`src/dual_timer_cfg.svh`:
```
// Behaviour
// - count is high byte then low five bits
// - low byte top three bits read meaningless; this design reads them as zero
// - wrap from all ones sets overflow flag
// - enabled overflow raises interrupt request
// - counter mode counts count pin falling edges
// - timer mode counts system or prescaled clock
// - count needs run and open gate
// - polarity bit decides active gate level
// - run bit never clears or reloads count
// - timer one mirrors timer zero
// - shared control register layout, resets zero
// - overflow flag cleared by software or vectoring
// - type bit selects level or edge trigger
`ifndef DUAL_TIMER_CFG_SVH
`define DUAL_TIMER_CFG_SVH

// register bus geometry
`define REG_ADDR_W        8
`define REG_DATA_W        8

// register offsets
`define OFS_PAIR_CONTROL  8'h88
`define OFS_MODE          8'h89
`define OFS_ZERO_LOW      8'h8A
`define OFS_ONE_LOW       8'h8B
`define OFS_ZERO_HIGH     8'h8C
`define OFS_ONE_HIGH      8'h8D
`define OFS_CLOCK_SCALE   8'h8E
`define OFS_EXT_CONFIG    8'h8F
`define OFS_IRQ_STATUS    8'h90
`define OFS_IRQ_CLEAR     8'h91
`define OFS_IRQ_ENABLE    8'h92

// reset values
`define RST_BYTE          8'h00
`define RST_IRQ           4'h0
`define RST_COUNT         13'h0000

// shared control register fields
`define TF1_BIT           7
`define TR1_BIT           6
`define TF0_BIT           5
`define TR0_BIT           4
`define IE1_BIT           3
`define IT1_BIT           2
`define IE0_BIT           1
`define IT0_BIT           0

// mode register fields
`define GATE1_BIT         7
`define CT1_BIT           6
`define GATE_ENABLE_ZERO_BIT         3
`define CT0_BIT           2

// clock scale register fields
`define SYS1_BIT          4
`define SYS0_BIT          3
`define SCALE_LSB         0
`define SCALE_W           2

// external interrupt configuration fields
`define POL1_BIT          7
`define POL0_BIT          3

// interrupt status, clear and enable layout
`define IRQ_W             4
`define IRQ_TF0           0
`define IRQ_TF1           1
`define IRQ_IE0           2
`define IRQ_IE1           3

// count geometry
`define COUNT_W           13
`define LOW_W             5
`define COUNT_ONES        13'h1FFF
`define COUNT_ONE         13'h0001

// prescaler ratios, indexed by the scale code
`define DIV_SCALE0        12
`define DIV_SCALE1        4
`define DIV_SCALE2        48
`define DIV_SCALE3        8
`define DIV_SPAN          48
`define DIV_PHASE_W       6

`endif

```
`src/dual_timer_pkg.sv`:
```
`include "dual_timer_cfg.svh"

package dual_timer_pkg;

    // one register access from software
    typedef struct packed {
        logic [`REG_ADDR_W-1:0] addr;
        logic [`REG_DATA_W-1:0] wdata;
        logic                   wr;
        logic                   rd;
    } reg_req_type;

    // pins of the two timers
    typedef struct packed {
        logic [1:0] count_pin;
        logic [1:0] ext_irq_input;
    } timer_pins_type;

    // vectoring acknowledges from the cpu interrupt logic
    typedef struct packed {
        logic [1:0] timer_vector;
        logic [1:0] ext_vector;
    } vector_ack_type;

    // state of one 13-bit count unit
    typedef struct packed {
        logic [`COUNT_W-1:0] count;
    } count_state_type;

    // state of the prescaler
    typedef struct packed {
        logic [`DIV_PHASE_W-1:0] phase;
    } divider_state_type;

    // state of the register and control logic
    typedef struct packed {
        logic [`REG_DATA_W-1:0] control;
        logic [`REG_DATA_W-1:0] mode;
        logic [`REG_DATA_W-1:0] clock_scale;
        logic [`REG_DATA_W-1:0] ext_config;
        logic [`IRQ_W-1:0]      irq_status;
        logic [`IRQ_W-1:0]      irq_enable;
        logic [`REG_DATA_W-1:0] rdata;
        logic                   irq;
        logic [1:0]             pin_prev;
        logic [1:0]             active_prev;
    } core_state_type;

endpackage : dual_timer_pkg

```
`src/dual_timer_13bit_mode.sv`:
```
// The address-and-strobe port is this design's own decision.
`timescale 1ns/1ps
`include "dual_timer_cfg.svh"

module dual_timer_13bit_mode (
    input  wire logic                         sys_clk_i,
    input  wire logic                         srst_i,
    input  wire dual_timer_pkg::reg_req_type  req_i,
    input  wire dual_timer_pkg::timer_pins_type pins_i,
    input  wire dual_timer_pkg::vector_ack_type ack_i,
    output logic      [`REG_DATA_W-1:0]       rdata_o,
    output logic                              irq_o,
    output logic      [1:0]                   overflow_flag_o,
    output logic      [1:0]                   ext_irq_flag_o
);
    import dual_timer_pkg::*;

    // field positions per timer index
    localparam int TR_POS   [2] = '{`TR0_BIT, `TR1_BIT};
    localparam int TF_POS   [2] = '{`TF0_BIT, `TF1_BIT};
    localparam int IT_POS   [2] = '{`IT0_BIT, `IT1_BIT};
    localparam int IE_POS   [2] = '{`IE0_BIT, `IE1_BIT};
    localparam int GATE_POS [2] = '{`GATE_ENABLE_ZERO_BIT, `GATE1_BIT};
    localparam int CT_POS   [2] = '{`CT0_BIT, `CT1_BIT};
    localparam int SYS_POS  [2] = '{`SYS0_BIT, `SYS1_BIT};
    localparam int POL_POS  [2] = '{`POL0_BIT, `POL1_BIT};
    localparam int TFQ_POS  [2] = '{`IRQ_TF0, `IRQ_TF1};
    localparam int IEQ_POS  [2] = '{`IRQ_IE0, `IRQ_IE1};

    core_state_type            state;        // registered control state
    core_state_type            next_state;   // control state for the next cycle
    logic [3:0]                div_tick;     // prescaled tick pulses
    logic [1:0]                tick;         // selected tick per timer
    logic [1:0]                allow;        // counting allowed per timer
    logic [1:0]                ext_active;   // gate input active per timer
    logic [1:0]                pin_fall;     // count pin falling edge
    logic [1:0]                wr_low;       // low byte load strobes
    logic [1:0]                wr_high;      // high byte load strobes
    logic [1:0]                wrap;         // wrap pulses from the counters
    logic [1:0]                ie_set;       // external flag set events
    logic [`COUNT_W-1:0]       count [2];    // current counts
    logic [`SCALE_W-1:0]       scale;        // prescaler choice

    // shared prescaler for both timers
    prescale_divider u_divider (
        .sys_clk_i (sys_clk_i),
        .srst_i    (srst_i),
        .tick_o    (div_tick)
    );

    // one count unit per timer, both built alike
    for (genvar g = 0; g < 2; g++) begin : g_unit
        count_unit u_count (
            .sys_clk_i (sys_clk_i),
            .srst_i    (srst_i),
            .tick_i    (tick[g]),
            .allow_i   (allow[g]),
            .wr_low_i  (wr_low[g]),
            .wr_high_i (wr_high[g]),
            .wdata_i   (req_i.wdata),
            .count_o   (count[g]),
            .wrap_o    (wrap[g])
        );
    end

    // gate, clock source and edge logic for each timer
    always_comb begin
        scale = state.clock_scale[`SCALE_LSB +: `SCALE_W];
        for (int i = 0; i < 2; i++) begin
            // polarity set means a high level is active
            ext_active[i] = state.ext_config[POL_POS[i]] ?
                            pins_i.ext_irq_input[i] : ~pins_i.ext_irq_input[i];
            // falling edge of the count pin
            pin_fall[i]   = state.pin_prev[i] & ~pins_i.count_pin[i];
            // run bit and gate decide counting; never touches the count
            allow[i]      = state.control[TR_POS[i]] &
                            (~state.mode[GATE_POS[i]] | ext_active[i]);
            // counter mode takes pin edges, timer mode a clock
            if (state.mode[CT_POS[i]]) begin
                tick[i] = pin_fall[i];
            end else if (state.clock_scale[SYS_POS[i]]) begin
                tick[i] = 1'b1;
            end else begin
                tick[i] = div_tick[scale];
            end
            // edge mode sets on becoming active, level mode while active
            if (state.control[IT_POS[i]]) begin
                ie_set[i] = ext_active[i] & ~state.active_prev[i];
            end else begin
                ie_set[i] = ext_active[i];
            end
        end
    end

    // count byte load decode
    always_comb begin
        wr_low[0]  = req_i.wr && (req_i.addr == `OFS_ZERO_LOW);
        wr_low[1]  = req_i.wr && (req_i.addr == `OFS_ONE_LOW);
        wr_high[0] = req_i.wr && (req_i.addr == `OFS_ZERO_HIGH);
        wr_high[1] = req_i.wr && (req_i.addr == `OFS_ONE_HIGH);
    end

    // register writes, flag updates, read data and interrupt
    always_comb begin
        next_state             = state;
        next_state.pin_prev    = pins_i.count_pin;
        next_state.active_prev = ext_active;
        next_state.rdata       = `RST_BYTE;

        // software writes
        if (req_i.wr) begin
            unique case (req_i.addr)
                `OFS_PAIR_CONTROL: begin
                    next_state.control = req_i.wdata;
                end
                `OFS_MODE: begin
                    next_state.mode = req_i.wdata;
                end
                `OFS_CLOCK_SCALE: begin
                    next_state.clock_scale = req_i.wdata;
                end
                `OFS_EXT_CONFIG: begin
                    next_state.ext_config = req_i.wdata;
                end
                `OFS_IRQ_CLEAR: begin
                    // write one to clear
                    next_state.irq_status = state.irq_status & ~req_i.wdata[`IRQ_W-1:0];
                end
                `OFS_IRQ_ENABLE: begin
                    next_state.irq_enable = req_i.wdata[`IRQ_W-1:0];
                end
                default: begin
                    // counts are loaded in the units; others ignored
                end
            endcase
        end

        for (int i = 0; i < 2; i++) begin
            // vectoring clears the overflow flag
            if (ack_i.timer_vector[i]) begin
                next_state.control[TF_POS[i]] = 1'b0;
            end
            // vectoring clears the external flag only in edge mode
            if (ack_i.ext_vector[i] && state.control[IT_POS[i]]) begin
                next_state.control[IE_POS[i]] = 1'b0;
            end
            // hardware sets come last so they win over any clear
            if (wrap[i]) begin
                next_state.control[TF_POS[i]]  = 1'b1;
                next_state.irq_status[TFQ_POS[i]] = 1'b1;
            end
            if (ie_set[i]) begin
                next_state.control[IE_POS[i]]  = 1'b1;
                next_state.irq_status[IEQ_POS[i]] = 1'b1;
            end
        end

        // read data stand in the cycle after the strobe only
        if (req_i.rd) begin
            unique case (req_i.addr)
                `OFS_PAIR_CONTROL: next_state.rdata = state.control;
                `OFS_MODE:         next_state.rdata = state.mode;
                `OFS_CLOCK_SCALE:  next_state.rdata = state.clock_scale;
                `OFS_EXT_CONFIG:   next_state.rdata = state.ext_config;
                // upper three bits of a low byte read as zero
                `OFS_ZERO_LOW:     next_state.rdata = {3'h0, count[0][`LOW_W-1:0]};
                `OFS_ONE_LOW:      next_state.rdata = {3'h0, count[1][`LOW_W-1:0]};
                `OFS_ZERO_HIGH:    next_state.rdata = count[0][`COUNT_W-1:`LOW_W];
                `OFS_ONE_HIGH:     next_state.rdata = count[1][`COUNT_W-1:`LOW_W];
                `OFS_IRQ_STATUS:   next_state.rdata = {4'h0, state.irq_status};
                `OFS_IRQ_ENABLE:   next_state.rdata = {4'h0, state.irq_enable};
                default:           next_state.rdata = `RST_BYTE;
            endcase
        end

        // level interrupt while any enabled status bit is set
        next_state.irq = |(next_state.irq_status & next_state.irq_enable);
    end

    // control state register
    always_ff @(posedge sys_clk_i) begin
        if (srst_i) begin
            state.control     <= `RST_BYTE;
            state.mode        <= `RST_BYTE;
            state.clock_scale <= `RST_BYTE;
            state.ext_config  <= `RST_BYTE;
            state.irq_status  <= `RST_IRQ;
            state.irq_enable  <= `RST_IRQ;
            state.rdata       <= `RST_BYTE;
            state.irq         <= 1'b0;
            state.pin_prev    <= 2'h0;
            state.active_prev <= 2'h0;
        end else begin
            state <= next_state;
        end
    end

    // outputs straight from flip-flops
    always_comb begin
        rdata_o            = state.rdata;
        irq_o              = state.irq;
        overflow_flag_o[0] = state.control[`TF0_BIT];
        overflow_flag_o[1] = state.control[`TF1_BIT];
        ext_irq_flag_o[0]  = state.control[`IE0_BIT];
        ext_irq_flag_o[1]  = state.control[`IE1_BIT];
    end

endmodule : dual_timer_13bit_mode

```
`src/prescale_divider.sv`:
```
`timescale 1ns/1ps
`include "dual_timer_cfg.svh"

module prescale_divider (
    input  wire logic       sys_clk_i,
    input  wire logic       srst_i,
    output logic      [3:0] tick_o
);
    import dual_timer_pkg::*;

    divider_state_type state;       // registered phase
    divider_state_type next_state;  // phase for the next cycle

    // true on the last cycle of every period of length div
    function automatic logic on_boundary(input logic [`DIV_PHASE_W-1:0] phase, input int div);
        int rem;
        rem = int'(phase) % div;
        return (rem == div - 1);
    endfunction : on_boundary

    // phase runs over the common span of all ratios
    always_comb begin
        next_state = state;
        if (int'(state.phase) == `DIV_SPAN - 1) begin
            next_state.phase = '0;
        end else begin
            next_state.phase = state.phase + `DIV_PHASE_W'(1);
        end
        tick_o[0] = on_boundary(state.phase, `DIV_SCALE0);
        tick_o[1] = on_boundary(state.phase, `DIV_SCALE1);
        tick_o[2] = on_boundary(state.phase, `DIV_SCALE2);
        tick_o[3] = on_boundary(state.phase, `DIV_SCALE3);
    end

    // phase register
    always_ff @(posedge sys_clk_i) begin
        if (srst_i) begin
            state.phase <= '0;
        end else begin
            state <= next_state;
        end
    end

endmodule : prescale_divider

```
`src/count_unit.sv`:
```
`timescale 1ns/1ps
`include "dual_timer_cfg.svh"

module count_unit (
    input  wire logic                    sys_clk_i,
    input  wire logic                    srst_i,
    input  wire logic                    tick_i,
    input  wire logic                    allow_i,
    input  wire logic                    wr_low_i,
    input  wire logic                    wr_high_i,
    input  wire logic [`REG_DATA_W-1:0]  wdata_i,
    output logic      [`COUNT_W-1:0]     count_o,
    output logic                         wrap_o
);
    import dual_timer_pkg::*;

    count_state_type state;       // current 13-bit count
    count_state_type next_state;  // count for the next cycle

    // increment, wrap detect and byte loads
    always_comb begin
        next_state = state;
        wrap_o     = 1'b0;
        // one step per tick while counting is allowed
        if (tick_i && allow_i) begin
            next_state.count = state.count + `COUNT_ONE;
            wrap_o           = (state.count == `COUNT_ONES);
        end
        // software loads win over the increment of the same byte
        if (wr_low_i) begin
            next_state.count[`LOW_W-1:0] = wdata_i[`LOW_W-1:0];
        end
        if (wr_high_i) begin
            next_state.count[`COUNT_W-1:`LOW_W] = wdata_i;
        end
        count_o = state.count;
    end

    // count register
    always_ff @(posedge sys_clk_i) begin
        if (srst_i) begin
            state.count <= `RST_COUNT;
        end else begin
            state <= next_state;
        end
    end

endmodule : count_unit

```
`config.mk`:
```
export PLATFORM = sky130hd
export DESIGN_NAME = dual_timer_13bit_mode
export DESIGN_NICKNAME = d
export VERILOG_FILES = /design/src/dual_timer_pkg.sv /design/src/dual_timer_13bit_mode.sv /design/src/prescale_divider.sv /design/src/count_unit.sv
export VERILOG_INCLUDE_DIRS = /design/src /design/src/src
export SDC_FILE = /design/constraint.sdc
export NUM_CORES = 1
export LEC_CHECK = 0
export ABC_CLOCK_PERIOD_IN_PS = 5700
export BUFFER_PORTS_ARGS = -buffer_cell sky130_fd_sc_hd__buf_2
export CORE_UTILIZATION = 45
export CTS_BUF_LIST = sky130_fd_sc_hd__clkbuf_2 sky130_fd_sc_hd__clkbuf_4 sky130_fd_sc_hd__clkbuf_8
export DETAILED_ROUTE_END_ITERATION = 7
export GPL_ROUTABILITY_DRIVEN = 0
export PLACE_DENSITY_LB_ADDON = 0.12
export SYNTH_ARGS = -nofsm -noshare
export SYNTH_HDL_FRONTEND = slang
export SYNTH_SLANG_ARGS = --single-unit
```
`constraint.sdc`:
```
create_clock -name sys_clk_i -period 5.7 [get_ports sys_clk_i]
set_clock_uncertainty 0.05 [all_clocks]
set_input_delay 0.855 -clock sys_clk_i [delete_from_list [all_inputs] [get_ports sys_clk_i]]
set_output_delay 0.855 -clock sys_clk_i [all_outputs]
set_load 0.02 [all_outputs]
```
### Yosys cells after proc, flatten, opt, wreduce, memory -nomap -nowiden

Cells that the tools add are included.

| storage, ports and cells | value |
|---|---|
| register bits | 85 |
| bits of input ports | 28 |
| output and inout port bits | 13 |

| operators by class | value |
|---|---|
| add/sub/neg operators | 3 |
| div/mod/pow operators | 2 |
| order comparisons | 1 |
| equality and inequality tests | 18 |
| muxes and demuxes | 38 |
| bitwise gates (word level) | 20 |
| reductions and logical operators | 31 |

Operators by type and width:

| cell | number |
|---|---|
| $eq 8x8->1 const B | 11 |
| $pmux 8 s10 | 1 |
| $mux 8 | 6 |
| $mux 40 | 1 |
| $eq 32x5->1 const B | 1 |
| $eq 32x7->1 const B | 1 |
| $mod 7x5->32 const B | 1 |
| $mod 7x7->32 const B | 1 |
| $add 13x1->13 const B | 2 |
| $eq 13x13->1 const B | 2 |
| $mux 13 | 2 |
| $reduce_bool 3->1 | 8 |
| $mux 1 | 23 |
| $reduce_and 2->1 | 8 |
| $mux 5 | 2 |
| $not 1->1 | 9 |
| $and 4x4->4 | 2 |
| $logic_and 1x1->1 | 8 |
| $mux 4 | 2 |
| $reduce_bool 2->1 | 4 |
| $add 6x1->6 const B | 1 |
| $and 1x1->1 | 6 |
| $eq 6x6->1 const B | 1 |
| $not 4->4 | 1 |
| 7 further kinds | 9 |

### Longest topological paths before layout

| depth | value |
|---|---|
| word-level depth | 11 |
| gate-level depth with buffers | 11 |
| mapped depth without buffers | 8 |

### Modules after synthesis

A second synthesis with hierarchy kept.

| second synthesis, totals | value |
|---|---|
| cells, all modules | 503 |
| area, all modules | 4615.7 sq um |

By module, submodules not included:

| module | instances | cells an instance | area each (sq um) | seq. area each (sq um) |
|---|---|---|---|---|
| dual_timer_13bit_mode | 1 | 273 | 2731.4 | 1061.0 |
| count_unit | 2 | 93 | 750.7 | 260.2 |
| prescale_divider | 1 | 44 | 382.9 | 120.1 |

### Worst setup path before layout

No wires, ideal clock.

| path | value |
|---|---|
| path type | in2reg |
| start point | input req_i[15] in the netlist's numbering |
| end point | register state[40] in the netlist's numbering |
| library setup time | 0.070 ns |
| data arrival time | 2.443 ns |
| data required time | 5.580 ns |
| path slack | 3.136 ns |
| cell stages on the path | 6 |
| path buffers | 1 |
| cells stage by stage | nor3b_2 nand2_1 nor3_1 clkbuf_1 nand3_1 a21oi_1 |

| on the way | value |
|---|---|
| word-level cells in the longest chain between the ends | 2 |

Ends and longest elaborated chain:

| what | line | text |
|---|---|---|
| from (decl) | dual_timer_13bit_mode.sv:8 | `input wire dual_timer_pkg::reg_req_type req_i,` |
| $eq 8x8->1 | dual_timer_13bit_mode.sv:112 | `unique case (req_i.addr)` |
| $reduce_and 2->1 (no source line) | - |  |
| to (signal assigned) | dual_timer_13bit_mode.sv:194 | `state <= next_state;` |
| to (decl) | dual_timer_13bit_mode.sv:30 | `core_state_type state;` |

Every way passes these cells.
A chain may end at the register's enable or synchronous reset.

### Final worst setup path

| path | value |
|---|---|
| start point | register u_divider.state[4] in the netlist's numbering |
| end point | register g_unit[1].u_count.count_o[8] (netlist name) |

| on the way | value |
|---|---|
| word-level cells in the longest chain between the ends | 8 |

Ends and longest elaborated chain:

| what | line | text |
|---|---|---|
| from (decl) | prescale_divider.sv:11 | `divider_state_type state;` |
| from (signal assigned) | prescale_divider.sv:40 | `state <= next_state;` |
| $mod 7x5->32 or $mod 7x7->32 (tied branches) | prescale_divider.sv:17 | `rem = int'(phase) % div;` |
| $eq 32x5->1 or $eq 32x7->1 (tied branches) | prescale_divider.sv:18 | `return (rem == div - 1);` |
| $bmux 1 s2 * | dual_timer_13bit_mode.sv:84 | `tick[i] = div_tick[scale];` |
| $mux 1 (implied by the code) * | dual_timer_13bit_mode.sv:84 |  |
| $mux 1 * | dual_timer_13bit_mode.sv:81 | `end else if (state.clock_scale[SYS_POS[i]]) begin` |
| $mux 1 * | dual_timer_13bit_mode.sv:79 | `if (state.mode[CT_POS[i]]) begin` |
| $logic_and 1x1->1 * | count_unit.sv:25 | `if (tick_i && allow_i) begin` |
| $reduce_bool 2->1 (no source line) * | - |  |

Mark *: on every way between the ends. The rest lies on a longest branch, timed or not. The select of a mux whose other input is x is not followed.

==> reports/metrics.yaml <==
critPathLaunchType: "register"
yosysMostFrequentCell: "dfxtp_1"
die_w_um: 103.0
drive_above_1_share_pct: 11.72
postSynthCellCount: 570
cts_tree: "yes"
r2r_end: "g_unit[1].u_count.count_o[8]"
synth_nets: 604
fmax_mhz: 330.0
grt_max_degree: 64
die_h_um: 103.0
route.detailed.drc: 0
worst_slew_pin_slew_ps: 964.8
ctsResizeCount: 0
period_needed_ps: 3030
min_from: "u_divider.state[0]"
wl_per_cell_um: 19.09
finalSetupViolations: 0
postRouteAntennaNets: 0
critical_path.max_fanout: 24
nNetsFinal: 609
crit_cells: 7
initial_utilization_pct: 46.76
crit_path_end_kind: "register"
ys_types: 63
synth_edf_count: 0
clockRootBuffer: "clkbuf_8"
drv_cap: 0
grt.overflow.total: 0
timing.rr.start: "u_divider.state[4]"
io_pins: 41
grt_pass1_wl_um: 21160
ys_ff_latch: 85
path_buf_inv: 0
rsz0062_at_grt: "no"
post_cts_buffers: 0
status: "finished clean"
dp_hpwl_um: 9902
area_growth_pct: 7.439
hold_slack_ps: 407.4
clk_pin_slew_ps: 90
grt.total_usage_pct: 26.97
rows: 36
grt_antenna_before_repair: 0
regToRegSetupSlack_ps: 2670
grt_pass1_vias: 3930
portBuffers: 40
synth_area_leaders: "dfxtp_1, mux2i_1, a21oi_1, nor2_1, nand2_1"
place_ws_ps: 2403
final_util_pct: 50.24
holdPathStages: 1
clock_latency_ps: 380
slew_headroom_pct: 35.56
numCtsBuffers: 9
p_total_mw: 1.133
max_stage_delay_ps: 590
avgSynthCellArea_um2: 8.056
cts_sinks: 85
fin_setup_tns_ps: 0
finalWirelength_um: 13610
ir_drop_mv: 0.1192
rr_worst_depth: 7
p_leak_nw: 1.798
hold_end: "u_divider.state[0]"
netlist_top_cells_count: "dfxtp_1, nor2_1, a21oi_1"
cts.path.max_buffers: 2
synth_top_area_share_pct: 37.06
hp-class: "reg2reg"
fill_cells: 983
syn_area_mm2: 0.004592
core_mm2: 0.009819
setup_ws_ps: 2670
final-max-slew-violation-count: 0
via_count: 4307
slowest_stage: "or4_1"
drt_iter0_markers: 321
cp_data_required_time_ps: 5930
synth_largest_area_cell: "dfxtp_1"
powerDensity_mw_per_mm2: 229.6
fin_crit_sh_pct: 53.16
yosys_warnings: 0
hold_violations: 0
htreeDepth: 3
ys.flop_type: "dfxtp_1"
worstSetupPathType: "reg2reg"
crit_arrival_ps: 3260
critical_path.top_delay_family: "compound AO/OA/AOI/OAI gates"
detail_route.vias_per_cell: 6.041
first_pass_iters: 5
antenna_cells: 0
fp.dieArea_mm2: 0.01061
yosysSeqAreaShare_pct: 37.06
synthArstFlopShare_pct: 0
cts_hold_buf: 0
cp_cell_sequence: "ha_1 -> nand4b_1 -> a21oi_2 -> o211ai_2 -> o211a_1 -> or4_1 -> a311oi_1"
placed cells by master (no fill, tap or decap), types with 3 or more instances in the layout:
| master | n |
|---|---|
| nor3_1 | 9 |
| nor3b_1 | 3 |
| a21oi_1 | 51 |
| buf_2 | 40 |
| ha_1 | 6 |
| nor2_1 | 63 |
| nand3_1 | 31 |
| nand2b_1 | 3 |
| o21ai_1 | 11 |
| mux2i_1 | 31 |
| and3_1 | 11 |
| nand2_1 | 49 |
| o21ai_0 | 18 |
| o22ai_1 | 9 |
| a311oi_1 | 10 |
| or4_1 | 6 |
| or3_1 | 6 |
| o31ai_1 | 6 |
| a22oi_1 | 4 |
| clkbuf_8 | 9 |
| dfxtp_1 | 85 |
| a22o_1 | 3 |
| a2111oi_0 | 6 |
| xor2_1 | 4 |
| nor4_1 | 3 |
| nand4_1 | 11 |
| a211oi_1 | 7 |
| a221oi_1 | 5 |
| inv_1 | 18 |
| nor2b_1 | 7 |
| xnor2_1 | 11 |
metrics by stage:
stage               instances  cell area, um2
global route              713            4933
detailed placement        697            4727
global placement          697            4727
floorplan                 570            4592
CTS                       713            4933
finish                    713            4933
worst reg2reg max path, stage by stage (launching register included):
cell and delay [ps]:
dfxtp_1 500, ha_1 310, nand4b_1 190, a21oi_2 160, o211ai_2 270, o211a_1 580
or4_1 600, a311oi_1 280
state kept, by name, indices dropped and copies added (netlist names):
| register | flops |
|---|---|
| rdata_o | 8 |
| scale | 2 |
| state | 38 |
| overflow_flag_o | 2 |
| g_unit.u_count.count_o | 26 |
| u_divider.state | 6 |
| ext_irq_flag_o | 2 |
| irq_o | 1 |
routing by layer:
metal  share of wire (%)  GRT usage (%)  vias to the layer above
li1                    -              -                     2080
met1                  45          35.91                     2038
met2                  45          41.74                      157
met3                 7.4          6.441                       32
met4                 3.2          11.38                        0
met5                   0              0                        -
cells by family after synthesis:
group / count (synthesis) / share of synthesized area (%)
AOI/OAI and AO/OA: 149 / 21.17
xor gates and xnor gates: 15 / 2.861
adders and majority gates: 6 / 1.635
buffers and inverters: 66 / 6.839
DFF: 85 / 37.06
muxes: 32 / 7.003
and+or+nand+nor: 217 / 23.43
worst max path at each step:
| stage | from | to | slack, ps |
|---|---|---|---|
| 6_report | u_divider.state[4] | g_unit[1].u_count.count_o[8] | 2670 |
| 5_1_grt | u_divider.state[4] | g_unit[1].u_count.count_o[1] | 2390 |
| 4_1_cts | u_divider.state[4] | g_unit[1].u_count.count_o[4] | 2680 |
| 3_5_place_dp | req_i[12] | overflow_flag_o[0] | 2400 |
| 3_3_place_gp | req_i[12] | overflow_flag_o[0] | 2430 |
| 2_1_floorplan | req_i[15] | state[40] | 3140 |
final cells by class:
class / count / area, um2 / share of cell area, %
Tap cell: 133 / 166.4 / 3.373
Timing Repair Buffer: 42 / 215.2 / 4.362
Sequential cell: 85 / 1702 / 34.49
Clock buffer: 9 / 123.9 / 2.511
Multi-Input combinational cell: 419 / 2576 / 52.22
Inverter: 18 / 67.56 / 1.370
Clock inverter: 7 / 82.58 / 1.674
power breakdown:
part	internal [mW]	switching, mW	total [mW]
clock network	0.209	0.247	0.456
logic	0.0218	0.0505	0.0723
registers	0.600	0.00492	0.605
(Power assumes the default switching activity.)
